$ cat src/dtms_pkg.sv
// package: register map, field positions, reset values and mode types of the timer pair mode select
package dtms_pkg;
  // register indices; byte address is four times the index
  localparam logic [19:0] DTMS_PMR_IDX = 20'hf0265;
  localparam logic [19:0] DTMS_FCR_IDX = 20'hf0266;
  localparam logic [19:0] DTMS_RUN_IDX = 20'hf0270;
  localparam logic [19:0] DTMS_STAT_IDX = 20'hf0271;
  localparam logic [31:0] DTMS_PMR_ADDR = {10'h000, DTMS_PMR_IDX, 2'b00};
  localparam logic [31:0] DTMS_FCR_ADDR = {10'h000, DTMS_FCR_IDX, 2'b00};
  localparam logic [31:0] DTMS_RUN_ADDR = {10'h000, DTMS_RUN_IDX, 2'b00};
  localparam logic [31:0] DTMS_STAT_ADDR = {10'h000, DTMS_STAT_IDX, 2'b00};
  // values after reset
  localparam logic [7:0] DTMS_PMR_RESET = 8'h00;
  localparam logic [7:0] DTMS_FCR_RESET = 8'h80;
  localparam logic [7:0] DTMS_RUN_RESET = 8'h00;
  // writable bits of each register; all others read 0
  localparam logic [7:0] DTMS_PMR_MASK = 8'h77;
  localparam logic [7:0] DTMS_FCR_MASK = 8'hcf;
  localparam logic [7:0] DTMS_RUN_MASK = 8'h03;
  // pin select field positions
  localparam int DTMS_PMR_CH0_LSB = 0;
  localparam int DTMS_PMR_CH1_LSB = 4;
  // function control field positions
  localparam int DTMS_FCR_THREE_PHASE_N = 7;
  localparam int DTMS_FCR_EXT_CLK = 6;
  localparam int DTMS_FCR_CPHASE_POL = 3;
  localparam int DTMS_FCR_PHASE_POL = 2;
  localparam int DTMS_FCR_COMBO_LSB = 0;
  // count run field positions
  localparam int DTMS_RUN_CH0 = 0;
  localparam int DTMS_RUN_CH1 = 1;
  // status field positions
  localparam int DTMS_STAT_EXT_CLK = 3;
  localparam int DTMS_STAT_COMBO_ERR = 4;
  // combination mode codes
  localparam logic [1:0] DTMS_COMBO_TIMER = 2'b00;
  localparam logic [1:0] DTMS_COMBO_RESET_SYNC = 2'b01;
  localparam logic [1:0] DTMS_COMBO_COMPL_UNDERFLOW = 2'b10;
  localparam logic [1:0] DTMS_COMBO_COMPL_MATCH = 2'b11;
  // bus responses
  localparam logic [1:0] DTMS_RESP_OKAY = 2'b00;
  localparam logic [1:0] DTMS_RESP_SLVERR = 2'b10;
  // operating modes of the pair
  typedef enum logic [2:0] {
    DTMS_MODE_TIMER,
    DTMS_MODE_THREE_PHASE,
    DTMS_MODE_RESET_SYNC,
    DTMS_MODE_COMPL_UNDERFLOW,
    DTMS_MODE_COMPL_MATCH
  } dtms_mode_t;
endpackage

$ cat src/dtms_cfg_if.sv
// interface: register contents out to the mode decoder and decoded controls back
`timescale 1ns/1ps
interface dtms_cfg_if;
  import dtms_pkg::*;
  logic [7:0] pinSel;
  logic [7:0] funcCtl;
  dtms_mode_t mode;
  logic [5:0] pinPwm;
  logic extClkEn;
  logic polarityLive;
  logic phaseActiveHigh;
  logic cphaseActiveHigh;
  logic complMode;
  logic xferOnUnderflow;
  modport ctl (output pinSel, output funcCtl, input mode, input pinPwm, input extClkEn,
    input polarityLive, input phaseActiveHigh, input cphaseActiveHigh, input complMode,
    input xferOnUnderflow);
  modport dec (input pinSel, input funcCtl, output mode, output pinPwm, output extClkEn,
    output polarityLive, output phaseActiveHigh, output cphaseActiveHigh, output complMode,
    output xferOnUnderflow);
endinterface

$ cat src/dtms_mode_decode.sv
// module: decodes combination mode, pin functions, clock enable and output polarity
`timescale 1ns/1ps
module dtms_mode_decode (
  dtms_cfg_if.dec cfg // register contents in, decoded controls out
);
  import dtms_pkg::*;

  logic [1:0] combo;
  logic pairPwm;

  ////////////////////////////////////////////////////////////////////////////////
  // combination mode decode
  assign combo = cfg.funcCtl[DTMS_FCR_COMBO_LSB +: 2];

  always_comb begin
    case (combo)
      DTMS_COMBO_RESET_SYNC: cfg.mode = DTMS_MODE_RESET_SYNC;
      DTMS_COMBO_COMPL_UNDERFLOW: cfg.mode = DTMS_MODE_COMPL_UNDERFLOW;
      DTMS_COMBO_COMPL_MATCH: cfg.mode = DTMS_MODE_COMPL_MATCH;
      default: begin
        // three-phase select only counts while combo is 00
        if (cfg.funcCtl[DTMS_FCR_THREE_PHASE_N]) begin
          cfg.mode = DTMS_MODE_TIMER;
        end else begin
          cfg.mode = DTMS_MODE_THREE_PHASE;
        end
      end
    endcase
  end

  ////////////////////////////////////////////////////////////////////////////////
  // derived controls
  assign pairPwm = (combo != DTMS_COMBO_TIMER);
  assign cfg.complMode = (cfg.mode == DTMS_MODE_COMPL_UNDERFLOW) ||
    (cfg.mode == DTMS_MODE_COMPL_MATCH);
  assign cfg.xferOnUnderflow = (cfg.mode == DTMS_MODE_COMPL_UNDERFLOW);
  // pin selects are overridden by any nonzero combination mode
  assign cfg.pinPwm = pairPwm ? 6'h00 :
    {cfg.pinSel[DTMS_PMR_CH1_LSB +: 3], cfg.pinSel[DTMS_PMR_CH0_LSB +: 3]};
  // external clock is held off in three-phase mode as a safety measure
  assign cfg.extClkEn = cfg.funcCtl[DTMS_FCR_EXT_CLK] &&
    (cfg.mode != DTMS_MODE_THREE_PHASE);
  // polarity only acts in reset-synchronous and complementary modes
  assign cfg.polarityLive = pairPwm;
  assign cfg.phaseActiveHigh = pairPwm && cfg.funcCtl[DTMS_FCR_PHASE_POL];
  assign cfg.cphaseActiveHigh = pairPwm && cfg.funcCtl[DTMS_FCR_CPHASE_POL];
endmodule

$ cat src/dtms_top.sv
// module: register file and AXI4-Lite slave for the timer pair mode select
//
// Summary of operation
// - each B, C, D pin select bit: 1 runs PWM, 0 runs capture/compare
// - with combo 00, three-phase select 0 picks three-phase, 1 picks timer
// - three-phase select only matters while combo field is 00
// - external clock select 1 enables the external count clock except in three-phase mode, 0 disables
// - counter-phase polarity: 0 high initial low active, 1 the reverse, only in reset-sync or complementary
// - phase polarity same encoding, only in reset-sync or complementary
// - combo 01 selects reset-synchronous PWM mode
// - combo 10 selects complementary PWM, transfer on channel 1 underflow
// - combo 11 selects complementary PWM, transfer on channel 0 match A
// - nonzero combo forces pair PWM mode and ignores pin select bits
// - each channel run flag: write 1 starts, write 0 stops
`timescale 1ns/1ps
module dtms_top (
  input wire logic clk, // 20 MHz clock
  input wire logic arst_n, // asynchronous reset, active low
  input wire logic [31:0] s_axi_awaddr, // write address
  input wire logic s_axi_awvalid, // write address valid
  output logic s_axi_awready, // write address ready
  input wire logic [31:0] s_axi_wdata, // write data
  input wire logic [3:0] s_axi_wstrb, // write byte strobes
  input wire logic s_axi_wvalid, // write data valid
  output logic s_axi_wready, // write data ready
  output logic [1:0] s_axi_bresp, // write response
  output logic s_axi_bvalid, // write response valid
  input wire logic s_axi_bready, // write response ready
  input wire logic [31:0] s_axi_araddr, // read address
  input wire logic s_axi_arvalid, // read address valid
  output logic s_axi_arready, // read address ready
  output logic [31:0] s_axi_rdata, // read data
  output logic [1:0] s_axi_rresp, // read response
  output logic s_axi_rvalid, // read data valid
  input wire logic s_axi_rready, // read data ready
  input wire logic extClkPin, // external count clock pin, asynchronous
  input wire logic ch1Underflow, // channel 1 counter underflow pulse
  input wire logic ch0MatchA, // channel 0 counter equals general A pulse
  output logic [5:0] pinPwmSel, // per pin PWM function, {ch1 D C B, ch0 D C B}
  output dtms_pkg::dtms_mode_t pairMode, // decoded operating mode
  output logic extCountEdge, // one-cycle pulse per enabled external clock rise
  output logic phaseInitHigh, // normal-phase initial level high
  output logic phaseActiveHigh, // normal-phase active level high
  output logic cphaseInitHigh, // counter-phase initial level high
  output logic cphaseActiveHigh, // counter-phase active level high
  output logic bufferTransfer, // one-cycle pulse: copy buffers to general regs
  output logic ch0CountRun, // channel 0 counter running
  output logic ch1CountRun // channel 1 counter running
);
  import dtms_pkg::*;

  ////////////////////////////////////////////////////////////////////////////////
  // declarations
  logic [7:0] pinSelReg;
  logic [7:0] funcCtlReg;
  logic [7:0] runReg;
  logic comboErr;
  logic awHeld;
  logic wHeld;
  logic [31:0] awAddrQ;
  logic [31:0] wDataQ;
  logic [3:0] wStrbQ;
  logic doWrite;
  logic lowLane;
  logic hitPmr;
  logic hitFcr;
  logic hitRun;
  logic hitStat;
  logic wrMapped;
  logic [7:0] wrByte;
  logic comboChange;
  logic [31:0] next_rdata;
  logic [1:0] next_rresp;
  logic [7:0] statByte;
  logic extSync1;
  logic extSync2;
  logic extSync3;
  logic xferEvent;

  dtms_cfg_if cfg ();

  ////////////////////////////////////////////////////////////////////////////////
  // mode decoder
  assign cfg.pinSel = pinSelReg;
  assign cfg.funcCtl = funcCtlReg;

  dtms_mode_decode u_decode (
    .cfg (cfg)
  );

  ////////////////////////////////////////////////////////////////////////////////
  // write channel handshakes: address and data taken in either order
  assign s_axi_awready = !awHeld && !s_axi_bvalid;
  assign s_axi_wready = !wHeld && !s_axi_bvalid;
  assign doWrite = awHeld && wHeld && !s_axi_bvalid;

  // write address holding
  always_ff @(posedge clk or negedge arst_n) begin
    if (!arst_n) begin
      awHeld <= 1'b0;
      awAddrQ <= 32'h0000_0000;
    end else if (s_axi_awvalid && s_axi_awready) begin
      awHeld <= 1'b1;
      awAddrQ <= s_axi_awaddr;
    end else if (doWrite) begin
      awHeld <= 1'b0;
    end
  end

  // write data holding
  always_ff @(posedge clk or negedge arst_n) begin
    if (!arst_n) begin
      wHeld <= 1'b0;
      wDataQ <= 32'h0000_0000;
      wStrbQ <= 4'h0;
    end else if (s_axi_wvalid && s_axi_wready) begin
      wHeld <= 1'b1;
      wDataQ <= s_axi_wdata;
      wStrbQ <= s_axi_wstrb;
    end else if (doWrite) begin
      wHeld <= 1'b0;
    end
  end

  ////////////////////////////////////////////////////////////////////////////////
  // write address decode
  always_comb begin
    hitPmr = 1'b0;
    hitFcr = 1'b0;
    hitRun = 1'b0;
    hitStat = 1'b0;
    if (awAddrQ[31:2] == DTMS_PMR_ADDR[31:2]) begin
      hitPmr = 1'b1;
    end else if (awAddrQ[31:2] == DTMS_FCR_ADDR[31:2]) begin
      hitFcr = 1'b1;
    end else if (awAddrQ[31:2] == DTMS_RUN_ADDR[31:2]) begin
      hitRun = 1'b1;
    end else if (awAddrQ[31:2] == DTMS_STAT_ADDR[31:2]) begin
      hitStat = 1'b1;
    end
  end

  assign wrMapped = hitPmr || hitFcr || hitRun || hitStat;
  // only the low byte lane carries register bits
  assign lowLane = doWrite && wStrbQ[0];
  assign wrByte = wDataQ[7:0];
  assign comboChange = (wrByte[DTMS_FCR_COMBO_LSB +: 2] !=
    funcCtlReg[DTMS_FCR_COMBO_LSB +: 2]);

  // write response, held until the master takes it
  always_ff @(posedge clk or negedge arst_n) begin
    if (!arst_n) begin
      s_axi_bvalid <= 1'b0;
      s_axi_bresp <= DTMS_RESP_OKAY;
    end else if (doWrite) begin
      s_axi_bvalid <= 1'b1;
      s_axi_bresp <= wrMapped ? DTMS_RESP_OKAY : DTMS_RESP_SLVERR;
    end else if (s_axi_bready) begin
      s_axi_bvalid <= 1'b0;
    end
  end

  ////////////////////////////////////////////////////////////////////////////////
  // pin function select register
  always_ff @(posedge clk or negedge arst_n) begin
    if (!arst_n) begin
      pinSelReg <= DTMS_PMR_RESET;
    end else if (lowLane && hitPmr) begin
      pinSelReg <= wrByte & DTMS_PMR_MASK;
    end
  end

  // function control register
  always_ff @(posedge clk or negedge arst_n) begin
    if (!arst_n) begin
      funcCtlReg <= DTMS_FCR_RESET;
    end else if (lowLane && hitFcr) begin
      funcCtlReg <= wrByte & DTMS_FCR_MASK;
    end
  end

  // counter run flags
  always_ff @(posedge clk or negedge arst_n) begin
    if (!arst_n) begin
      runReg <= DTMS_RUN_RESET;
    end else if (lowLane && hitRun) begin
      runReg <= wrByte & DTMS_RUN_MASK;
    end
  end

  // sticky flag: combo changed while a counter ran; set wins over clear
  always_ff @(posedge clk or negedge arst_n) begin
    if (!arst_n) begin
      comboErr <= 1'b0;
    end else if (lowLane && hitFcr && comboChange && (runReg[1:0] != 2'b00)) begin
      comboErr <= 1'b1;
    end else if (lowLane && hitStat && wrByte[DTMS_STAT_COMBO_ERR]) begin
      comboErr <= 1'b0;
    end
  end

  ////////////////////////////////////////////////////////////////////////////////
  // read path: one read under way, answered the cycle after the address
  assign s_axi_arready = !s_axi_rvalid;
  assign statByte = {3'b000, comboErr, cfg.extClkEn, pairMode};

  always_comb begin
    next_rdata = 32'h0000_0000;
    next_rresp = DTMS_RESP_OKAY;
    if (s_axi_araddr[31:2] == DTMS_PMR_ADDR[31:2]) begin
      next_rdata = {24'h000000, pinSelReg};
    end else if (s_axi_araddr[31:2] == DTMS_FCR_ADDR[31:2]) begin
      next_rdata = {24'h000000, funcCtlReg};
    end else if (s_axi_araddr[31:2] == DTMS_RUN_ADDR[31:2]) begin
      next_rdata = {24'h000000, runReg};
    end else if (s_axi_araddr[31:2] == DTMS_STAT_ADDR[31:2]) begin
      next_rdata = {24'h000000, statByte};
    end else begin
      next_rresp = DTMS_RESP_SLVERR;
    end
  end

  // read data register
  always_ff @(posedge clk or negedge arst_n) begin
    if (!arst_n) begin
      s_axi_rvalid <= 1'b0;
      s_axi_rdata <= 32'h0000_0000;
      s_axi_rresp <= DTMS_RESP_OKAY;
    end else if (s_axi_arvalid && s_axi_arready) begin
      s_axi_rvalid <= 1'b1;
      s_axi_rdata <= next_rdata;
      s_axi_rresp <= next_rresp;
    end else if (s_axi_rready) begin
      s_axi_rvalid <= 1'b0;
    end
  end

  ////////////////////////////////////////////////////////////////////////////////
  // external clock pin: two-stage synchroniser, edge taken after it
  always_ff @(posedge clk or negedge arst_n) begin
    if (!arst_n) begin
      extSync1 <= 1'b0;
      extSync2 <= 1'b0;
      extSync3 <= 1'b0;
    end else begin
      extSync1 <= extClkPin;
      extSync2 <= extSync1;
      extSync3 <= extSync2;
    end
  end

  // rising edges pass only while the external clock is enabled
  always_ff @(posedge clk or negedge arst_n) begin
    if (!arst_n) begin
      extCountEdge <= 1'b0;
    end else begin
      extCountEdge <= cfg.extClkEn && extSync2 && !extSync3;
    end
  end

  ////////////////////////////////////////////////////////////////////////////////
  // buffer-to-general transfer timing in complementary mode
  assign xferEvent = cfg.xferOnUnderflow ? ch1Underflow : ch0MatchA;

  always_ff @(posedge clk or negedge arst_n) begin
    if (!arst_n) begin
      bufferTransfer <= 1'b0;
    end else begin
      bufferTransfer <= cfg.complMode && xferEvent;
    end
  end

  ////////////////////////////////////////////////////////////////////////////////
  // decoded controls registered onto the outputs
  always_ff @(posedge clk or negedge arst_n) begin
    if (!arst_n) begin
      pinPwmSel <= 6'h00;
      pairMode <= DTMS_MODE_TIMER;
    end else begin
      pinPwmSel <= cfg.pinPwm;
      pairMode <= cfg.mode;
    end
  end

  // output levels: 0 gives high initial / low active, 1 the reverse in reset-sync or complementary modes only
  always_ff @(posedge clk or negedge arst_n) begin
    if (!arst_n) begin
      phaseInitHigh <= 1'b1;
      phaseActiveHigh <= 1'b0;
      cphaseInitHigh <= 1'b1;
      cphaseActiveHigh <= 1'b0;
    end else begin
      phaseInitHigh <= !cfg.phaseActiveHigh;
      phaseActiveHigh <= cfg.phaseActiveHigh;
      cphaseInitHigh <= !cfg.cphaseActiveHigh;
      cphaseActiveHigh <= cfg.cphaseActiveHigh;
    end
  end

  // counter run outputs
  always_ff @(posedge clk or negedge arst_n) begin
    if (!arst_n) begin
      ch0CountRun <= 1'b0;
      ch1CountRun <= 1'b0;
    end else begin
      ch0CountRun <= runReg[DTMS_RUN_CH0];
      ch1CountRun <= runReg[DTMS_RUN_CH1];
    end
  end
endmodule

$ cat config.mk
export PLATFORM = sky130hd
export DESIGN_NAME = dtms_top
export DESIGN_NICKNAME = d
export VERILOG_FILES = /design/src/dtms_pkg.sv /design/src/dtms_cfg_if.sv /design/src/dtms_mode_decode.sv /design/src/dtms_top.sv
export SDC_FILE = /design/constraint.sdc
export NUM_CORES = 1
export LEC_CHECK = 0
export BUFFER_PORTS_ARGS = -buffer_cell sky130_fd_sc_hd__clkbuf_2
export CORE_MARGIN = 8
export CORE_UTILIZATION = 45
export DETAILED_ROUTE_END_ITERATION = 8
export PLACE_DENSITY = 0.87
export SETUP_SLACK_MARGIN = 0.2
export SLEW_MARGIN = 10
export SYNTH_ARGS = -nofsm -noshare
export SYNTH_HDL_FRONTEND = slang
export SYNTH_SLANG_ARGS = --single-unit
$ cat constraint.sdc
create_clock -name clk -period 3.6 [get_ports clk]
set_input_delay 0.18 -clock clk [delete_from_list [all_inputs] [get_ports clk]]
set_output_delay 0.18 -clock clk [all_outputs]
set_load 0.01 [all_outputs]
==> results of run 1 <==
## critical path, cell delays in order, from the launching register on
cell,delay (ps)
dfrtp_1,420
nor4b_4,350
nand3_2,170
or4b_4,610
mux2_4,330
## area by class of cell
| type | count | area share |
|---|---|---|
| sequential | 88 | 0.456 |
| multi-input combinational | 212 | 0.337 |
| timing repair buffer | 116 | 0.126 |
| tap | 108 | 0.0280 |
| clock buffer | 9 | 0.0256 |
| clock inverter | 7 | 0.0205 |
| inverter | 9 | 0.00699 |
## layout by cell type (no fill, tap or decap), types with 5 or more instances in the layout
cell type,count
and2_1,7
inv_1,9
nand3_1,5
nor2_1,19
mux2_4,6
clkbuf_8,9
clkbuf_2,109
ha_1,5
nand2b_1,5
o21ai_0,11
mux2_2,46
dfrtp_1,85
conb_1,26
nand2_1,16
a21oi_1,5
## registers in the layout, indices dropped and copies added (netlist names), 2 cells and up
signal,count
wDataQ,8
cfg.pinSel,6
cfg.funcCtl,6
s_axi_rdata,8
pinPwmSel,6
awAddrQ,30
runReg,2
pairMode,3
## routing by layer
metal,global-route usage,share of wire,wire (um)
met3,0.0657,0.13,1170
met1,0.170,0.38,3400
met4,0.0362,0.0072,65
met5,0,0,0
met2,0.252,0.48,4360
## stage by stage
step,power (W),instances
global placement,0.00203,529
detailed placement,0.00208,529
global route,0.00299,549
finish,0.00281,549
floorplan,0.00190,343
CTS,0.00286,549
## power by group through the flow
stage                     Clock (W)  Combinational [W]  Sequential, W
after floorplan                   0           0.000495        0.00141
after global placement            0           0.000586        0.00144
after detailed placement          0           0.000619        0.00147
after CTS                  0.000785           0.000626        0.00145
after global routing       0.000822           0.000682        0.00148
final                      0.000750           0.000616        0.00144
## path summary, 6_finish.rpt
| path | start | end | slack, ps | depth (start not counted) |
|---|---|---|---|---|
| worst max-delay path | awAddrQ[14] | cfg.funcCtl[1] | 1600 | 4 |
| worst min-delay path | ch1Underflow | bufferTransfer | 40 | 3 |
| worst max register to register | awAddrQ[14] | cfg.funcCtl[1] | 1600 | 4 |
| worst min register to register | extSync1 | extSync2 | 350 | 0 |
| max in group asynchronous | arst_n | phaseInitHigh | 2280 | 3 |
| min in group asynchronous | arst_n | awAddrQ[18] | 420 | 2 |
## cells in the mapped netlist, drive strengths merged, types with 5 or more instances
cell type | n | area (um2)
dfrtp | 85 | 2130
mux2 | 52 | 608
buf | 28 | 214
nor2 | 19 | 71.3
nand2 | 16 | 60.1
o21ai | 11 | 55.1
inv | 9 | 33.8
and2 | 7 | 43.8
nand3 | 7 | 45.0
clkbuf | 6 | 22.5
nor4 | 6 | 67.6
a21oi | 5 | 25.0
ha | 5 | 62.6
nand2b | 5 | 31.3
## what timing repair did
item / in CTS / in global routing
endpoints found under the setup margin: 0 / 0
setup buffers: 0 / 0
endpoints found under the hold margin: 59 / 0
hold buffers: 4 / 0
## cells by family after synthesis
| logic type | share of synthesized area |
|---|---|
| fa+ha+maj | 0.0156 |
| mux | 0.154 |
| simple gates | 0.147 |
| xor+xnor | 0.00437 |
| buf+inv | 0.0675 |
| compound gates | 0.0594 |
| other cells | 0.000936 |
| flops | 0.551 |
==> results.md, run 1 <==
* Final core utilization at 0.557
* Status: complete, no violations
* Root buf cell: clkbuf_8
* Worst-case clock skew at 9.42 ps
* IO Count at around 170
* Hold slack final at 41.2 ps
* Max Freq at approximately 0.5 GHz
* GRT Util Overall at 0.150
* Layout Cell Area excl Fill at 4830 um2
* Worst-path clk slew at 90 ps
* First-pass DRT Iterations at 4
* CTS Buf Count at 9
* Switching Fraction at 0.289
* Row count at 34
* Clock power frac at 0.267
* Seq pwr share at 0.513
* DR DRC count at 0
* Resized cells post-CTS at 0
* Port Buffers at 110
* Final Hold Vio Count at 0
* Area growth, synth to finish at 20.7%
* Fill cells at roughly 760
* Initial antenna violation count at 0
* Gpl congestion at 0.831
* NumNets Final at 551
* Wire per inst at 16.4 um
* Final WS setup at 1600 ps
* Max-cap violations at 0
* Bufs on Longest Clock Path at 2
* Async SR Flop Fraction at 1.00
* Worst Path Class, Setup: flop to flop
* Primary FF master, synth: dfrtp_1
* Setup slack at placement at 1620 ps
* Mean Syn Cell Area at 12.6 um2
* Initial core utilization at 0.462
* Drt total wl at 9010 um
* Fin crit period at 2000 ps
* Synth Register Bits at 88
* CP required at around 3800 ps
* Cell-internal power at 0.00200 W
* Number of H-tree levels at 3
* Ys Warns at 0
* Mapped cell area at 4010 um2
* Synth Instances at 318
* Register area at between 2000 and 2500 um2
* Multi-input gate area at 1630 um2
* Initial detailed-routing violation count at 75
* CTS tree: built
* Fin Setup TNS at 0 ps
* Share of post-route cells with drive strength above 1 at 0.447
* Die height at 110 um
* Logic pwr share at 0.219
* Vias per inst at 5.06
* Via count of the first global-routing pass at slightly below 3000
* Slew @ Worst Pin at 723 ps
* Post-synth EDFFs at 0
* Placeable Area at 8680 um2
* Ant. Diodes at 0
* Fin. max-slew vios at 0
* Via count at 2779
* Tcrit/Tclk final at 0.555
* Worst-Skew Late Latency at 350 ps
* Final Setup Violations at 0
* Sequential area share after synthesis at 0.551
* Total leakage power at 2.37 nW
* Die area at 12200 um2
* RSZ-0062 raised after global routing: false
* Power Dens Cells at slightly below 600 nW/um2
* Kind of start point of the critical path: flop
* Sw power at ~0.0008 W
* Critical path arrival at between 2000 and 2500 ps
* CP Capture Type: flop
* Post-Place Cell Area at about 4600 um2
* # clock sinks at 88
* Largest net degree at the start of global routing at 60
* ANT nets after route at 0
* Worst-path fanout max at 7
* Hold crit path type: primary input to flop
* GR Overflow Total at 0
* Die W at roughly 110 um
* Worst slew margin at 0.518
* HPWL Detailed at 7200 um
* Synth unique cells at 48
* Max IR drop VDD at 370 uV
* Global-route wire length before repair at 14200 um
Power figures use the tool's default switching activity.
==> run 2: changes to the inputs <==
==> constraint.sdc (replaced) <==
create_clock -name clk -period 2 [get_ports clk]
set_input_delay 0.1 -clock clk [delete_from_list [all_inputs] [get_ports clk]]
set_output_delay 0.1 -clock clk [all_outputs]
set_load 0.01 [all_outputs]
==> results.md, run 2 (same netlist as run 1, synthesis figures left out) <==
* Status: complete, no violations
* Critical path arrival at approximately 2200 ps
* Bufs on Longest Clock Path at 2
* Slowest CP cell: or4b_4
* Logic pwr share at 0.243
* Die height at 110 um
* Die area at around 12000 um2
* Kind of start point of the critical path: flop
* Crit path buffers/inverters at 0
* GRT Util Overall at 0.170
* Ant. Diodes at 0
* CTS Buf Count at 9
* NumNets Final at 601
* Worst Path Class, Setup: flop to flop
* Max-cap violations at 0
* Worst-path clk slew at 90 ps
* Fin Setup TNS at 0 ps
* Crit path from: awAddrQ[16]
* Global-route wire length before repair at between 15000 and 20000 um
* Number of H-tree levels at 3
* DR DRC count at 0
* Initial antenna violation count at 0
* Largest registers: awAddrQ: 30 flops, s_axi_rdata: 8 flops, wDataQ: 8 flops
* Final Setup Violations at 0
* Max reg flops at 30
* Final Hold Vio Count at 0
* Initial core utilization at 0.462
* Crit path cell chain: nor4b_4, nand3_2, or4b_4, mux2_4
* Wire per inst at 17.0 um
* GR Overflow Total at 0
* Power Dens Cells at 979 nW/um2
* Slew @ Worst Pin at 539 ps
* Initial detailed-routing violation count at about 110
* IO Count at ~170
* Switching Fraction at 0.297
* Row count at 34
* Crit path to: cfg.funcCtl[3]
* R2R cell count at 4
* Gpl congestion at between 0.8 and 0.9
* Stages on worst setup path at 4
* Placeable Area at 8680 um2
* Area growth, synth to finish at 34.4%
* Max IR drop VDD at 628 uV
* Largest net degree at the start of global routing at 46
* Worst-Skew Late Latency at 370 ps
* Tcrit/Tclk final at 0.982
* Root buf cell: clkbuf_8
* First-pass DRT Iterations at 4
* Most common cell after layout, fill and taps aside: clkbuf_2
* Crit path largest cell delay at 590 ps
* R2R Path End: cfg.funcCtl[3]
* Most frequent cells in the layout: 109 x clkbuf_2, 85 x dfrtp_1, 46 x dlygate4sd3_1
* CP Capture Type: flop
* Via count at 3018
* Share of post-route cells with drive strength above 1 at 0.426
* Fin. max-slew vios at 0
* Via count of the first global-routing pass at 3325
* Die W at 110 um
* CTS tree: built
* # clock sinks at 88
* Worst-path fanout max at 7
* Hold_sp: s_axi_awvalid
* Top reg by flops: awAddrQ
* Drt total wl at between 10000 and 15000 um
* RR Startpoint: awAddrQ[16]
* Hold crit path type: primary input to flop
* Top Family by Delay on Critical Path: simple AND/OR/NAND/NOR gates
* CP required at 2250 ps
* RSZ-0062 raised after global routing: true
* ANT nets after route at 0
* Worst slew margin at 0.638
* Worst-case clock skew at around 12 ps
* Setup slack, reg-to-reg at ~36 ps
* Max Freq at 0.509 GHz
* Total leakage power at 2.60 nW
* Final core utilization at 0.620
* Seq pwr share at 0.493
* Clock power frac at 0.265
* Port Buffers at 110
* Fin crit period at between 1500 and 2000 ps
* HPWL Detailed at between 7000 and 8000 um
* Vias per inst at roughly 5.0
* Cell-internal power at 0.00371 W
* Sw power at 0.00156 W
==> run 2: cell types whose count changed in the layout (fill, tap and decap cells not counted), moves of 2 or more <==
cell	before	now
mux2_4	6	8
dlygate4sd3_1	4	46
buf_4	3	8
buf_12	0	2
mux2_2	46	44
inv_6	3	1
==> run 2: timing repair <==
action                                 CTS  global route
hold buffers                            46             0
setup endpoints to repair               15            16
resized for setup                        2             6
pin swaps                                9             2
endpoints found under the hold margin   80             0
setup buffers                            3             1
==> run 2: worst register-to-register path: stages, from the launching register on <==
cell,delay (ps)
dfrtp_1,420
nor4b_4,360
nand3_2,150
or4b_4,590
mux2_4,330
==> run 2: cell type report <==
class | instances | area [um2]
Sequential cell | 88 | 2210
Multi-Input combinational cell | 212 | 1660
Inverter | 9 | 33.8
Tap cell | 108 | 135
Clock buffer | 9 | 124
Timing Repair Buffer | 166 | 1120
Fill cell | 672 | 3290
Clock inverter | 7 | 104
==> run 2: stage by stage <==
| stage | instances | setup slack (ps) | power (W) | hold slack [ps] | instance area [um2] |
|---|---|---|---|---|---|
| detailed placement | 533 | -19.6 | 0.00381 | 102 | 4630 |
| global placement | 533 | 57.8 | 0.00371 | 97.2 | 4630 |
| finish | 599 | 35.8 | 0.00527 | 16.1 | 5380 |
| global route | 599 | -15.9 | 0.00556 | 33.0 | 5380 |
| CTS | 598 | 9.62 | 0.00527 | 8.09 | 5340 |
| floorplan | 343 | 126 | 0.00343 | -196 | 4100 |
==> run 2: power groups by stage <==
stage	Clock, W	Combinational, W	Sequential [W]
after floorplan	0	0.000900	0.00253
after global placement	0	0.00112	0.00259
after detailed placement	0	0.00118	0.00263
after CTS	0.00142	0.00126	0.00259
after global routing	0.00150	0.00140	0.00267
final	0.00139	0.00128	0.00260
==> run 2: how the worst min path moves through the flow <==
stage	to	slack, ps	cells after the start
finish	awHeld	20	3
global route	awHeld	30	3
CTS	awHeld	8	3
detailed placement	awAddrQ[17]	100	1
global placement	awAddrQ[14]	100	1
floorplan	awAddrQ[10]	-200	0
==> run 2: routing by layer <==
| layer | part of all wire | vias up | GRT usage |
|---|---|---|---|
| met5 | 0 | - | 0 |
| li1 | - | 1406 | - |
| met3 | 0.10 | 14 | 0.0488 |
| met2 | 0.52 | 150 | 0.312 |
| met4 | 0.016 | 0 | 0.0618 |
| met1 | 0.36 | 1448 | 0.180 |
==> run 3: changes to the inputs <==
==> constraint.sdc (replaced) <==
create_clock -name clk -period 2.12 [get_ports clk]
set_input_delay 0.106 -clock clk [delete_from_list [all_inputs] [get_ports clk]]
set_output_delay 0.106 -clock clk [all_outputs]
set_load 0.01 [all_outputs]
==> results.md, run 3 (same netlist as run 1, synthesis figures left out) <==
* Status: complete, no violations
* R2R cell count at 4
* Crit path to: cfg.funcCtl[0]
* RSZ-0062 raised after global routing: true
* Wire per inst at 16.7 um
* M2 GR Usage at 0.294
* Final std cells w/o fill at slightly below 600
* Via count of the first global-routing pass at 3250
* Worst-path clk slew at 90 ps
* RR Startpoint: awAddrQ[14]
* Top reg by flops: awAddrQ
* Total leakage power at approximately 2.6 nW
* Fin Setup TNS at 0 ps
* CP Capture Type: flop
* Fin crit period at 1950 ps
* Bufs on Longest Clock Path at 2
* First-pass DRT Iterations at 4
* Power Dens Cells at between 900 and 1000 nW/um2
* Area growth, synth to finish at 33.6%
* Worst-Skew Late Latency at 360 ps
* Max Freq at roughly 0.51 GHz
* GRT Util Overall at 0.165
* Via count at 2983
* Crit path from: awAddrQ[14]
* Multi-input gate area at 1690 um2
* Ant. Diodes at 0
* Die W at 110 um
* Gpl congestion at 0.819
* Global-route wire length before repair at 15600 um
* Post-placement cell count at 531
* Share of post-route cells with drive strength above 1 at 0.429
* HPWL Detailed at 7260 um
* Tot Pwr at 0.00496 W
* Final Setup Violations at 0
* Initial detailed-routing violation count at 68
* Drt total wl at 9950 um
* DR DRC count at 0
* CTS tree: built
* Tcrit/Tclk final at 0.921
* Routing usage on met3 at 0.0680
* NumNets Final at 597
* Row count at 34
* Max reg flops at 30
* Met1 Resource Use GR at 0.176
* Hold slack final at 20.5 ps
* Max IR drop VDD at 668 uV
* Fill cells at around 700
* Most common cell after layout, fill and taps aside: clkbuf_2
* Top Usage Layer GRT: met2
* IO Count at roughly 170
* Register area at between 2000 and 2500 um2
* Max-cap violations at 0
* Kind of start point of the critical path: flop
* Setup slack, reg-to-reg at 170 ps
* Die height at 110 um
* GR Overflow Total at 0
* Critical path arrival at 2200 ps
* Number of H-tree levels at 3
* Placeable Area at just under 9000 um2
* Worst Path Class, Setup: flop to flop
* Initial antenna violation count at 0
* Worst-case clock skew at ~12 ps
* Largest net degree at the start of global routing at 48
* Most frequent cells in the layout: 109 x clkbuf_2, 85 x dfrtp_1, 45 x dlygate4sd3_1
* R2R Path End: cfg.funcCtl[0]
* Worst-path fanout max at 7
* Hold crit path type: primary input to flop
* Root buf cell: clkbuf_8
* Worst slew margin at 0.639
* Slew @ Worst Pin at around 540 ps
* Die area at 12200 um2
* Port Buffers at 110
* Vias per inst at roughly 5.0
* CTS Buf Count at 9
* Largest registers: awAddrQ: 30 flops, s_axi_rdata: 8 flops, wDataQ: 8 flops
* Final Hold Vio Count at 0
* ANT nets after route at 0
* Initial core utilization at 0.462
* Fin. max-slew vios at 0
* # clock sinks at 88
* CP required at approximately 2400 ps
==> run 3: report_power, final <==
part,internal (W),switching (W)
logic,0.000711,0.000478
registers,0.00210,0.000375
clock network,0.000674,0.000621
total,0.00348,0.00147
==> run 3: layout make-up <==
type                       instances  area share
clock buffer                       9      0.0231
clock inverter                     7      0.0185
inverter                           9     0.00631
multi-input combinational        212       0.315
sequential                        88       0.412
tap                              108      0.0253
timing repair buffer             162       0.200
==> run 3: timing repair <==
item,in CTS,in global routing
hold endpoints to repair,81,1
resized for setup,1,10
buffers inserted,1,2
hold buffers,44,1
endpoints found under the setup margin,14,14
pin swaps,1,5
==> run 3: worst min-delay path by stage <==
stage,start,endpoint,slack (ps),cells after the start
after floorplan,arst_n,awAddrQ[10],-190,0
after global placement,arst_n,awAddrQ[16],120,1
after detailed placement,arst_n,awAddrQ[16],120,1
after CTS,s_axi_awaddr[2],awAddrQ[2],1,2
after global routing,s_axi_awaddr[2],awAddrQ[2],0.01,2
final,s_axi_awaddr[2],awAddrQ[2],20,2
==> run 3: per-stage QoR <==
stage,utilization,worst slack (ps),cell area [um2]
5_1_grt,0.617,93.2,5350
3_3_place_gp,0.530,207,4600
2_1_floorplan,-,219,4100
6_report,0.617,167,5350
4_1_cts,0.607,146,5270
3_5_place_dp,0.530,141,4600
==> run 3: layer usage <==
metal	share of wire	up-vias
li1	-	1397
met1	0.37	1444
met2	0.51	132
met3	0.12	10
met4	0.012	0
met5	0	-
==> run 3: worst max-delay path, stage by stage (launching register included) <==
cell and delay, ps:
dfrtp_1 420, nor4b_4 340, nand3_2 160, or4b_4 600
mux2_4 330
